===== src/design/hsch_defines.svh =====
// constants for the host serial command handler
// Function
// - set-output message drives configured output pins
// - applied set-output answered by empty acknowledgement
// - input query answered with pin level mask
// - eight two-byte analog values, low byte first
// - results masked to the selected resolution
// - short address 65534 selects long address
// - radio reception reported with fixed field order
// - frames: start, length, type, body, checksum, stop
// - address mode nibbles: destination high, source low
`ifndef HSCH_DEFINES_SVH
`define HSCH_DEFINES_SVH
`define HSCH_SOF          8'h01
`define HSCH_EOF          8'h04
`define HSCH_T_SET_DOUT   8'h20
`define HSCH_T_QRY_DIN    8'h21
`define HSCH_T_QRY_ADC    8'h22
`define HSCH_T_RF_SEND    8'h14
`define HSCH_T_ACK_DOUT   8'ha0
`define HSCH_T_RSP_DIN    8'ha1
`define HSCH_T_RSP_ADC    8'ha2
`define HSCH_T_RF_RECV    8'h95
`define HSCH_OVERHEAD     8'h05
`define HSCH_LEN_ACK      8'h05
`define HSCH_LEN_DIN      8'h07
`define HSCH_LEN_ADC      8'h15
`define HSCH_RF_HDR_BYTES 8'h04
`define HSCH_DOUT_PAYLOAD 8'h02
`define HSCH_SHORT_LONG   16'hfffe
`define HSCH_ADDR_SHORT   4'h0
`define HSCH_SHORT_BYTES  8'h02
`define HSCH_LONG_BYTES   8'h08
`define HSCH_RES_8        2'h0
`define HSCH_RES_10       2'h1
`define HSCH_RES_12       2'h2
`define HSCH_MASK_8       16'h00ff
`define HSCH_MASK_10      16'h03ff
`define HSCH_MASK_12      16'h0fff
`define HSCH_MASK_14      16'h3fff
`define HSCH_FIFO_DEPTH   4
`endif


===== src/design/hsch_pkg.sv =====
// types shared by the host serial command handler
package hsch_pkg;
  typedef struct packed {
    logic [7:0]  pid;
    logic [7:0]  target;
    logic [7:0]  lqi;
    logic [7:0]  mode;
    logic [63:0] dst;
    logic [63:0] src;
    logic [7:0]  ndata;
  } hsch_rf_hdr_t;
  typedef struct packed {
    logic       valid;
    logic [7:0] data;
    logic       first;
  } hsch_rf_byte_t;
  typedef enum logic [1:0] {HSCH_K_ACK, HSCH_K_DIN, HSCH_K_ADC, HSCH_K_RX} hsch_kind_t;
  typedef enum logic [2:0] {HSCH_P_SOF, HSCH_P_LEN, HSCH_P_TYPE, HSCH_P_BODY, HSCH_P_SUM, HSCH_P_EOF} hsch_pstate_t;
endpackage


===== src/design/hsch_fifo.sv =====
// small synchronous fifo with registered not-full flag
`timescale 1ns/1ps
module hsch_fifo #(
  parameter int WIDTH = 8,
  parameter int DEPTH = 4
) (
  // clock and reset
  input  wire logic             ref_clk,
  input  wire logic             sys_rst,
  // fill side
  input  wire logic             in_valid,
  input  wire logic [WIDTH-1:0] in_data,
  output logic                  in_ready,
  // drain side
  output logic                  out_valid,
  output logic [WIDTH-1:0]      out_data,
  input  wire logic             out_ready
);
  localparam int AW = $clog2(DEPTH);
  logic [WIDTH-1:0] mem [DEPTH];
  logic [AW-1:0]    wr_ptr;
  logic [AW-1:0]    rd_ptr;
  logic [AW:0]      count;
  logic [AW:0]      next_count;
  logic             push;
  logic             pop;

  assign push       = in_valid && in_ready;
  assign pop        = out_valid && out_ready;
  assign out_valid  = (count != '0);
  assign out_data   = mem[rd_ptr];
  assign next_count = count + (AW+1)'(push) - (AW+1)'(pop);

  always_ff @(posedge ref_clk) begin
    if (push) begin
      mem[wr_ptr] <= in_data;
    end
  end

  always_ff @(posedge ref_clk) begin
    if (sys_rst) begin
      wr_ptr   <= '0;
      rd_ptr   <= '0;
      count    <= '0;
      in_ready <= 1'b1;
    end else begin
      if (push) begin
        wr_ptr <= (wr_ptr == AW'(DEPTH-1)) ? '0 : wr_ptr + 1'b1;
      end
      if (pop) begin
        rd_ptr <= (rd_ptr == AW'(DEPTH-1)) ? '0 : rd_ptr + 1'b1;
      end
      count    <= next_count;
      in_ready <= (next_count != (AW+1)'(DEPTH));
    end
  end
endmodule


===== src/design/hsch_top.sv =====
// host serial message interpreter: pins, analog readout and radio bridging
`timescale 1ns/1ps
`include "hsch_defines.svh"
module hsch_top (
  // clock and reset
  input  wire logic                  ref_clk,
  input  wire logic                  sys_rst,
  // bytes from the host serial receiver
  input  wire logic                  host_rx_valid,
  input  wire logic [7:0]            host_rx_data,
  output logic                       host_rx_ready,
  // bytes to the host serial transmitter
  output logic                       host_tx_valid,
  output logic [7:0]                 host_tx_data,
  input  wire logic                  host_tx_ready,
  // user pins and their configuration
  input  wire logic [15:0]           pin_in,
  input  wire logic [15:0]           pin_is_output,
  input  wire logic [15:0]           pin_is_input,
  output logic [15:0]                pin_out,
  // analog converter results and resolution
  input  wire logic [127:0]          adc_result,
  input  wire logic [1:0]            adc_resolution,
  // node address
  input  wire logic [15:0]           short_addr,
  output logic                       use_long_addr,
  // radio send bytes
  output hsch_pkg::hsch_rf_byte_t    rf_tx,
  output logic                       rf_tx_commit,
  output logic                       rf_tx_abort,
  // radio reception
  input  wire logic                  rf_rx_hdr_valid,
  input  hsch_pkg::hsch_rf_hdr_t     rf_rx_hdr,
  output logic                       rf_rx_hdr_ready,
  input  wire logic                  rf_rx_valid,
  input  wire logic [7:0]            rf_rx_data,
  output logic                       rf_rx_ready
);
  logic [15:0]                pin_meta;
  logic [15:0]                pin_sync;
  hsch_pkg::hsch_pstate_t     pstate;
  logic [7:0]                 plen;
  logic [7:0]                 ptype;
  logic [7:0]                 psum;
  logic [7:0]                 premain;
  logic [7:0]                 pidx;
  logic [15:0]                mask;
  logic                       take;
  logic                       frame_ok;
  logic                       pend_ack;
  logic                       pend_din;
  logic                       pend_adc;
  logic                       pend_rx;
  hsch_pkg::hsch_rf_hdr_t     hdr;
  logic                       busy;
  hsch_pkg::hsch_kind_t       kind;
  logic [7:0]                 elen;
  logic [7:0]                 eidx;
  logic [7:0]                 esum;
  logic [7:0]                 ebyte;
  logic                       edata_phase;
  logic                       adv;
  logic                       fifo_valid;
  logic [7:0]                 fifo_data;
  logic                       fifo_in_ready;

  function automatic logic [7:0] addr_bytes(input logic [3:0] kind_nib);
    return (kind_nib == `HSCH_ADDR_SHORT) ? `HSCH_SHORT_BYTES : `HSCH_LONG_BYTES;
  endfunction

  // byte j of an address sent most significant first
  function automatic logic [7:0] addr_byte(input logic [63:0] a, input logic [7:0] n, input logic [7:0] j);
    logic [7:0] sel;
    sel = n - 8'h01 - j;
    return a[sel[2:0]*8 +: 8];
  endfunction

  function automatic logic [15:0] res_mask(input logic [1:0] res);
    unique case (res)
      `HSCH_RES_8:  return `HSCH_MASK_8;
      `HSCH_RES_10: return `HSCH_MASK_10;
      `HSCH_RES_12: return `HSCH_MASK_12;
      default:      return `HSCH_MASK_14;
    endcase
  endfunction

  // pins arrive from outside the clock domain
  always_ff @(posedge ref_clk) begin
    if (sys_rst) begin
      pin_meta <= 16'h0000;
      pin_sync <= 16'h0000;
    end else begin
      pin_meta <= pin_in;
      pin_sync <= pin_meta;
    end
  end

  always_ff @(posedge ref_clk) begin
    if (sys_rst) begin
      use_long_addr <= 1'b0;
    end else begin
      use_long_addr <= (short_addr == `HSCH_SHORT_LONG);
    end
  end

  // frame parser
  assign take     = host_rx_valid && host_rx_ready;
  assign frame_ok = (pstate == hsch_pkg::HSCH_P_EOF) && (host_rx_data == `HSCH_EOF);

  always_ff @(posedge ref_clk) begin
    if (sys_rst) begin
      pstate  <= hsch_pkg::HSCH_P_SOF;
      plen    <= 8'h00;
      ptype   <= 8'h00;
      psum    <= 8'h00;
      premain <= 8'h00;
      pidx    <= 8'h00;
      mask    <= 16'h0000;
    end else if (take) begin
      psum <= psum + host_rx_data;
      unique case (pstate)
        hsch_pkg::HSCH_P_SOF: begin
          psum <= host_rx_data;
          if (host_rx_data == `HSCH_SOF) begin
            pstate <= hsch_pkg::HSCH_P_LEN;
          end
        end
        hsch_pkg::HSCH_P_LEN: begin
          plen    <= host_rx_data;
          premain <= host_rx_data - `HSCH_OVERHEAD;
          pstate  <= (host_rx_data < `HSCH_OVERHEAD) ? hsch_pkg::HSCH_P_SOF : hsch_pkg::HSCH_P_TYPE;
        end
        hsch_pkg::HSCH_P_TYPE: begin
          ptype  <= host_rx_data;
          pidx   <= 8'h00;
          pstate <= (premain == 8'h00) ? hsch_pkg::HSCH_P_SUM : hsch_pkg::HSCH_P_BODY;
        end
        hsch_pkg::HSCH_P_BODY: begin
          if (pidx == 8'h00) begin
            mask[7:0] <= host_rx_data;
          end
          if (pidx == 8'h01) begin
            mask[15:8] <= host_rx_data;
          end
          pidx    <= pidx + 8'h01;
          premain <= premain - 8'h01;
          if (premain == 8'h01) begin
            pstate <= hsch_pkg::HSCH_P_SUM;
          end
        end
        hsch_pkg::HSCH_P_SUM: begin
          // a bad checksum drops the frame silently
          pstate <= (host_rx_data == psum) ? hsch_pkg::HSCH_P_EOF : hsch_pkg::HSCH_P_SOF;
        end
        hsch_pkg::HSCH_P_EOF: begin
          pstate <= hsch_pkg::HSCH_P_SOF;
        end
        default: begin
          pstate <= hsch_pkg::HSCH_P_SOF;
        end
      endcase
    end
  end

  // radio payload streams straight through; the radio discards it on abort
  always_ff @(posedge ref_clk) begin
    if (sys_rst) begin
      rf_tx        <= '0;
      rf_tx_commit <= 1'b0;
      rf_tx_abort  <= 1'b0;
    end else begin
      rf_tx.valid  <= take && (pstate == hsch_pkg::HSCH_P_BODY) && (ptype == `HSCH_T_RF_SEND);
      rf_tx.data   <= host_rx_data;
      rf_tx.first  <= (pidx == 8'h00);
      rf_tx_commit <= take && frame_ok && (ptype == `HSCH_T_RF_SEND);
      rf_tx_abort  <= take && (ptype == `HSCH_T_RF_SEND)
                      && (((pstate == hsch_pkg::HSCH_P_SUM) && (host_rx_data != psum))
                          || ((pstate == hsch_pkg::HSCH_P_EOF) && !frame_ok));
    end
  end

  // only pins configured as outputs follow the mask
  always_ff @(posedge ref_clk) begin
    if (sys_rst) begin
      pin_out <= 16'h0000;
    end else if (take && frame_ok && (ptype == `HSCH_T_SET_DOUT) && (plen == `HSCH_LEN_DIN)) begin
      pin_out <= (mask & pin_is_output) | (pin_out & ~pin_is_output);
    end
  end

  // pending answers; the parser holds off until its answer is out
  always_ff @(posedge ref_clk) begin
    if (sys_rst) begin
      pend_ack      <= 1'b0;
      pend_din      <= 1'b0;
      pend_adc      <= 1'b0;
      host_rx_ready <= 1'b0;
    end else begin
      if (take && frame_ok) begin
        pend_ack <= (ptype == `HSCH_T_SET_DOUT) && (plen == `HSCH_LEN_DIN);
        pend_din <= (ptype == `HSCH_T_QRY_DIN);
        pend_adc <= (ptype == `HSCH_T_QRY_ADC);
      end else if (adv && (eidx == 8'h00) && (kind != hsch_pkg::HSCH_K_RX)) begin
        pend_ack <= 1'b0;
        pend_din <= 1'b0;
        pend_adc <= 1'b0;
      end
      // deasserted on the stop byte so no further byte is taken before the flags settle
      host_rx_ready <= !(take && frame_ok) && !pend_ack && !pend_din && !pend_adc
                       && !(busy && (kind != hsch_pkg::HSCH_K_RX));
    end
  end

  always_ff @(posedge ref_clk) begin
    if (sys_rst) begin
      pend_rx         <= 1'b0;
      hdr             <= '0;
      rf_rx_hdr_ready <= 1'b0;
    end else begin
      if (rf_rx_hdr_valid && rf_rx_hdr_ready) begin
        pend_rx <= 1'b1;
        hdr     <= rf_rx_hdr;
      end else if (adv && (eidx == 8'h00) && (kind == hsch_pkg::HSCH_K_RX)) begin
        pend_rx <= 1'b0;
      end
      rf_rx_hdr_ready <= !pend_rx && !(rf_rx_hdr_valid && rf_rx_hdr_ready);
    end
  end

  // reply emitter
  always_comb begin
    logic [7:0] k;
    logic [7:0] dn;
    logic [7:0] sn;
    logic [15:0] v;
    k           = eidx - 8'h03;
    dn          = addr_bytes(hdr.mode[7:4]);
    sn          = addr_bytes(hdr.mode[3:0]);
    v           = adc_result[k[3:1]*16 +: 16] & res_mask(adc_resolution);
    edata_phase = 1'b0;
    ebyte       = 8'h00;
    if (eidx == 8'h00) begin
      ebyte = `HSCH_SOF;
    end else if (eidx == 8'h01) begin
      ebyte = elen;
    end else if (eidx == 8'h02) begin
      unique case (kind)
        hsch_pkg::HSCH_K_ACK: ebyte = `HSCH_T_ACK_DOUT;
        hsch_pkg::HSCH_K_DIN: ebyte = `HSCH_T_RSP_DIN;
        hsch_pkg::HSCH_K_ADC: ebyte = `HSCH_T_RSP_ADC;
        hsch_pkg::HSCH_K_RX:  ebyte = `HSCH_T_RF_RECV;
      endcase
    end else if (eidx == elen - 8'h02) begin
      ebyte = esum;
    end else if (eidx == elen - 8'h01) begin
      ebyte = `HSCH_EOF;
    end else begin
      unique case (kind)
        hsch_pkg::HSCH_K_ACK: ebyte = 8'h00;
        hsch_pkg::HSCH_K_DIN: ebyte = k[0] ? (pin_sync[15:8] & pin_is_input[15:8])
                                           : (pin_sync[7:0] & pin_is_input[7:0]);
        hsch_pkg::HSCH_K_ADC: ebyte = k[0] ? v[15:8] : v[7:0];
        hsch_pkg::HSCH_K_RX: begin
          if (k == 8'h00) begin
            ebyte = hdr.pid;
          end else if (k == 8'h01) begin
            ebyte = hdr.target;
          end else if (k == 8'h02) begin
            ebyte = hdr.lqi;
          end else if (k == 8'h03) begin
            ebyte = hdr.mode;
          end else if (k < `HSCH_RF_HDR_BYTES + dn) begin
            ebyte = addr_byte(hdr.dst, dn, k - `HSCH_RF_HDR_BYTES);
          end else if (k < `HSCH_RF_HDR_BYTES + dn + sn) begin
            ebyte = addr_byte(hdr.src, sn, k - `HSCH_RF_HDR_BYTES - dn);
          end else begin
            edata_phase = 1'b1;
            ebyte       = fifo_data;
          end
        end
      endcase
    end
  end

  assign adv = busy && (!host_tx_valid || host_tx_ready) && !(edata_phase && !fifo_valid);

  always_ff @(posedge ref_clk) begin
    if (sys_rst) begin
      busy <= 1'b0;
      kind <= hsch_pkg::HSCH_K_ACK;
      elen <= 8'h00;
      eidx <= 8'h00;
      esum <= 8'h00;
    end else if (!busy) begin
      eidx <= 8'h00;
      esum <= 8'h00;
      busy <= pend_ack || pend_din || pend_adc || pend_rx;
      if (pend_ack) begin
        kind <= hsch_pkg::HSCH_K_ACK;
        elen <= `HSCH_LEN_ACK;
      end else if (pend_din) begin
        kind <= hsch_pkg::HSCH_K_DIN;
        elen <= `HSCH_LEN_DIN;
      end else if (pend_adc) begin
        kind <= hsch_pkg::HSCH_K_ADC;
        elen <= `HSCH_LEN_ADC;
      end else begin
        kind <= hsch_pkg::HSCH_K_RX;
        elen <= `HSCH_OVERHEAD + `HSCH_RF_HDR_BYTES + addr_bytes(hdr.mode[7:4])
                + addr_bytes(hdr.mode[3:0]) + hdr.ndata;
      end
    end else if (adv) begin
      eidx <= eidx + 8'h01;
      esum <= esum + ebyte;
      if (eidx == elen - 8'h01) begin
        busy <= 1'b0;
      end
    end
  end

  always_ff @(posedge ref_clk) begin
    if (sys_rst) begin
      host_tx_valid <= 1'b0;
      host_tx_data  <= 8'h00;
    end else if (adv) begin
      host_tx_valid <= 1'b1;
      host_tx_data  <= ebyte;
    end else if (host_tx_ready) begin
      host_tx_valid <= 1'b0;
    end
  end

  // a stalled host backs up into the radio's data bytes
  hsch_fifo #(
    .WIDTH (8),
    .DEPTH (`HSCH_FIFO_DEPTH)
  ) u_rx_fifo (
    .ref_clk   (ref_clk),
    .sys_rst   (sys_rst),
    // only bytes the radio saw accepted enter the fifo
    .in_valid  (rf_rx_valid && rf_rx_ready),
    .in_data   (rf_rx_data),
    .in_ready  (fifo_in_ready),
    .out_valid (fifo_valid),
    .out_data  (fifo_data),
    .out_ready (adv && edata_phase)
  );

  always_ff @(posedge ref_clk) begin
    if (sys_rst) begin
      rf_rx_ready <= 1'b0;
    end else begin
      rf_rx_ready <= fifo_in_ready && !(rf_rx_valid && rf_rx_ready);
    end
  end
endmodule


===== config.mk =====
export PLATFORM = sky130hd
export DESIGN_NAME = hsch_top
export DESIGN_NICKNAME = d
export VERILOG_FILES = /design/src/design/hsch_pkg.sv /design/src/design/hsch_fifo.sv /design/src/design/hsch_top.sv
export VERILOG_INCLUDE_DIRS = /design/src /design/src/design
export SDC_FILE = /design/constraint.sdc
export NUM_CORES = 1
export LEC_CHECK = 0
export ABC_AREA = 1
export BUFFER_PORTS_ARGS = -buffer_cell sky130_fd_sc_hd__buf_2
export CORE_MARGIN = 2
export CORE_UTILIZATION = 55
export DETAILED_ROUTE_END_ITERATION = 6
export GPL_TIMING_DRIVEN = 0
export PLACE_DENSITY = 0.85
export SYNTH_ARGS = -nofsm -noshare
export SYNTH_HDL_FRONTEND = slang
export SYNTH_HIERARCHICAL = 1
export SYNTH_SLANG_ARGS = --single-unit

===== constraint.sdc =====
create_clock -name ref_clk -period 16.95 [get_ports ref_clk]
set_input_delay 0.8475 -clock ref_clk [delete_from_list [all_inputs] [get_ports ref_clk]]
set_output_delay 0.8475 -clock ref_clk [all_outputs]
set_load 0.03 [all_outputs]

==> impl_metrics.yaml <==
drt:
  detail_route.wl_per_cell_um: 18.4
  drt_iter0_markers: 1838
  postRouteAntennaNets: 0
  viasPerCell: 5.62
  wl_met3_um: 5670
  firstDrtPassIters: 7
  route.met2.wl_um: 31600
  routed_wirelength_um: 66500
  vias: 20327
  drc: 4
  dr.max_layer_used: "met4"
  met1_length_um: 25700
clock_network:
  clock_latency_ps: 540
  cts_resized: 0
  cts.sinks: 373
  post_cts_buffers: 0
  h-tree-depth: 2
  holdBufCountCts: 0
  clkSlewWorstSetupHoldPaths_ps: 70
  clock_path_buffers: 3
  clock-root-buffer: "clkbuf_16"
  numCtsBuffers: 38
  cts_tree: "yes"
finish:
  drive_gt1_share_pct: 17.0
  final_cells: 3616
  fillers: 2975
  fin_nets: 3580
  final_common_cell: "nor2_1"
  area_growth_pct: 20.6
  final_util_pct: 67.4
  layout_common_cells: "nor2_1, buf_2, nand2_1, o21ai_0, dfxtp_1"
global_route:
  grt_overflow: 0
  grt_pass1_wl_um: 102000
  grt_max_degree: 16
  grt_pass1_vias: 19496
  antenna_found_initial: 2
  grtUsageTotal_pct: 36.3
yosys:
  synth_compound_area_share_pct: 18.8
  syn_area_per_cell_um2: 6.96
  yosys_most_used_dff: "dfxtp_1"
  synth_cell_type_count: 60
  async_flop_share_pct: 0
  synth_edf_count: 32
  ys_top_cells_by_area: "dfxtp_1, nor2_1, o21ai_0"
  synth_top_family_by_area: "simple AND/OR/NAND/NOR gates"
  ys_seq_elements: 373
  synthAdderAreaFrac_pct: 3.97
  muxShareOfSynthArea_pct: 0.0534
  syn-num-nets: 3132
  synth_top_area_cell: "dfxtp_1"
  synth_top_area_share_pct: 36.4
  netlist_area_um2: 18700
  syn_inst: 2691
  synthSimpleGateAreaFrac_pct: 25.6
  synth_xor_area_share_pct: 1.58
  ys_warn_count: 6
  ys_seq_area_share_pct: 41.6
critical_path:
  cp_common_cell: "nand2_1"
  crit_fanout: 11
  cpLargestDelayFamily: "buffers and inverters"
  cp.arrival_ps: 8910
  worstRegToRegCells: 45
  required_ps: 17410
  cpPeakStageDelay_ps: 640
  crit_buf_inv: 13
  cp.depth: 45
  criticalPathCategory: "reg2reg"
  slowest_stage: "buf_1"
  start_kind: "flip-flop"
  endpoint_kind: "flip-flop"
placement:
  dpl.hpwl_um: 51600
  io_buffers: 408
  dpl_worst_slack_ps: 8770
  post-place-cells: 3547
  gp_congestion: 1.01
timing:
  slew_viol_final: 0
  setup-violations-final: 0
  worstMarginPinSlew_ps: 1050
  period_share_pct: 49.8
  tns_ps: 0
  rsz0062_at_grt: "no"
  relSlewSlack_pct: 29.5
  hold_violations: 0
  finalCriticalPeriod_ps: 8450
  fin_skew_ps: 29.2
  fmax_ghz: 0.118
  layout_setup_ws_ps: 8500
floorplan:
  die_area_um2: 35600
  initial_core_util_pct: 55.9
  rows: 67
  ios: 425
  die_x_um: 189
  dieHeight_um: 189
  coreArea_um2: 33500
power_and_ir_drop:
  peakVddDrop_mv: 0.0940
  netSwitchingPower_w: 0.000646
  pwr-share-comb_pct: 18.4
  p_int_w: 0.00157
  cellPowerDensity_nw_per_um2: 98.0
  p_leak_nw: 10.3
  p_sw_share_pct: 29.2
  pwr-share-seq_pct: 43.5
  power_frac_clock_pct: 38.0
status:
  status: "complete, but fails checks"
  violations: "DRC"
worst_hold_path:
  min_path_type: "reg2reg"
  whs_path_depth: 2
flow_run:
  drv_cap: 0
path summary, 6_finish.rpt:
| kind | slack [ps] | end | startpoint |
|---|---|---|---|
| worst max-delay path | 8500 | esum[7] | eidx[0] |
| worst min-delay path | 400 | pin_sync[10] | pin_meta[10] |
| worst max register to register | 8500 | esum[7] | eidx[0] |
| worst min register to register | 400 | pin_sync[10] | pin_meta[10] |
routing by layer:
layer,vias up,track usage [%]
met5,-,0
met4,0,18.9
met3,173,5.29
met2,1042,62.9
met1,9419,43.7
li1,9693,-
tightest hold or removal path: cells and delay by family, from the launching register on:
| kind | cells | cell delay, ps |
|---|---|---|
| buffers and inverters | 1 | 40 |
| flip-flops | 1 | 300 |
| AND/OR/NAND/NOR | 1 | 30 |
cells by family (layout without fill, tap and decap cells):
| kind of cell | count (synthesis) | in the layout |
|---|---|---|
| buffers and inverters | 407 | 882 |
| adders and majority gates | 57 | 57 |
| AOI/OAI and AO/OA | 649 | 649 |
| muxes | 1 | 1 |
| DFF | 373 | 373 |
| xor gates and xnor gates | 33 | 33 |
| and+or+nand+nor | 1171 | 1171 |
| other | 0 | 2 |
Yosys cell counts, types with 19 or more instances:
| cell | instances |
|---|---|
| ha_1 | 53 |
| clkbuf_1 | 97 |
| edfxtp_1 | 32 |
| nand3_1 | 118 |
| nand2_1 | 380 |
| inv_1 | 258 |
| buf_2 | 19 |
| o21ai_0 | 344 |
| a21oi_1 | 207 |
| xor2_1 | 19 |
| nor2_1 | 577 |
| nor3_1 | 29 |
| dfxtp_1 | 341 |
| o211ai_1 | 21 |
stage by stage:
stage | cell area, µm² | hold slack, ps | power (W)
finish | 22600 | 404 | 0.00221
global route | 22600 | 421 | 0.00230
CTS | 22600 | 408 | 0.00221
detailed placement | 21300 | 399 | 0.00138
global placement | 21300 | 392 | 0.00137
floorplan | 18700 | 388 | 0.00122
power groups by stage:
stage          registers (W)  clock network, W  logic, W
2_1_floorplan       0.000979                 0  0.000245
3_3_place_gp        0.000979                 0  0.000389
3_5_place_dp        0.000980                 0  0.000396
4_1_cts             0.000962          0.000845  0.000400
5_1_grt             0.000966          0.000882  0.000451
6_report            0.000963          0.000842  0.000408
area by class of cell:
class | instances | area (µm²) | share of cell area (%)
Timing Repair Buffer | 408 | 2040 | 9.04
Antenna cell | 2 | 5.00 | 0.0222
Multi-Input combinational cell | 1911 | 9360 | 41.4
Sequential cell | 373 | 7790 | 34.5
Buffer | 137 | 572 | 2.53
Inverter | 270 | 1010 | 4.49
Clock inverter | 13 | 156 | 0.692
Tap cell | 448 | 561 | 2.48
Clock buffer | 54 | 1090 | 4.84
sequential cells by signal (all words and copies together), names as in the netlist, 2 cells and up, named ones only:
name,count
eidx,8
elen,8
esum,8
hdr,168
host_tx_data,8
kind,2
mask,16
pidx,8
pin_meta,16
pin_sync,16
plen,8
premain,8
pstate,3
psum,8
ptype,8
rf_tx,10
u_rx_fifo/count,3
u_rx_fifo/mem,32
u_rx_fifo/rd_ptr,2
u_rx_fifo/wr_ptr,2
Power figures use the tool's default switching activity.
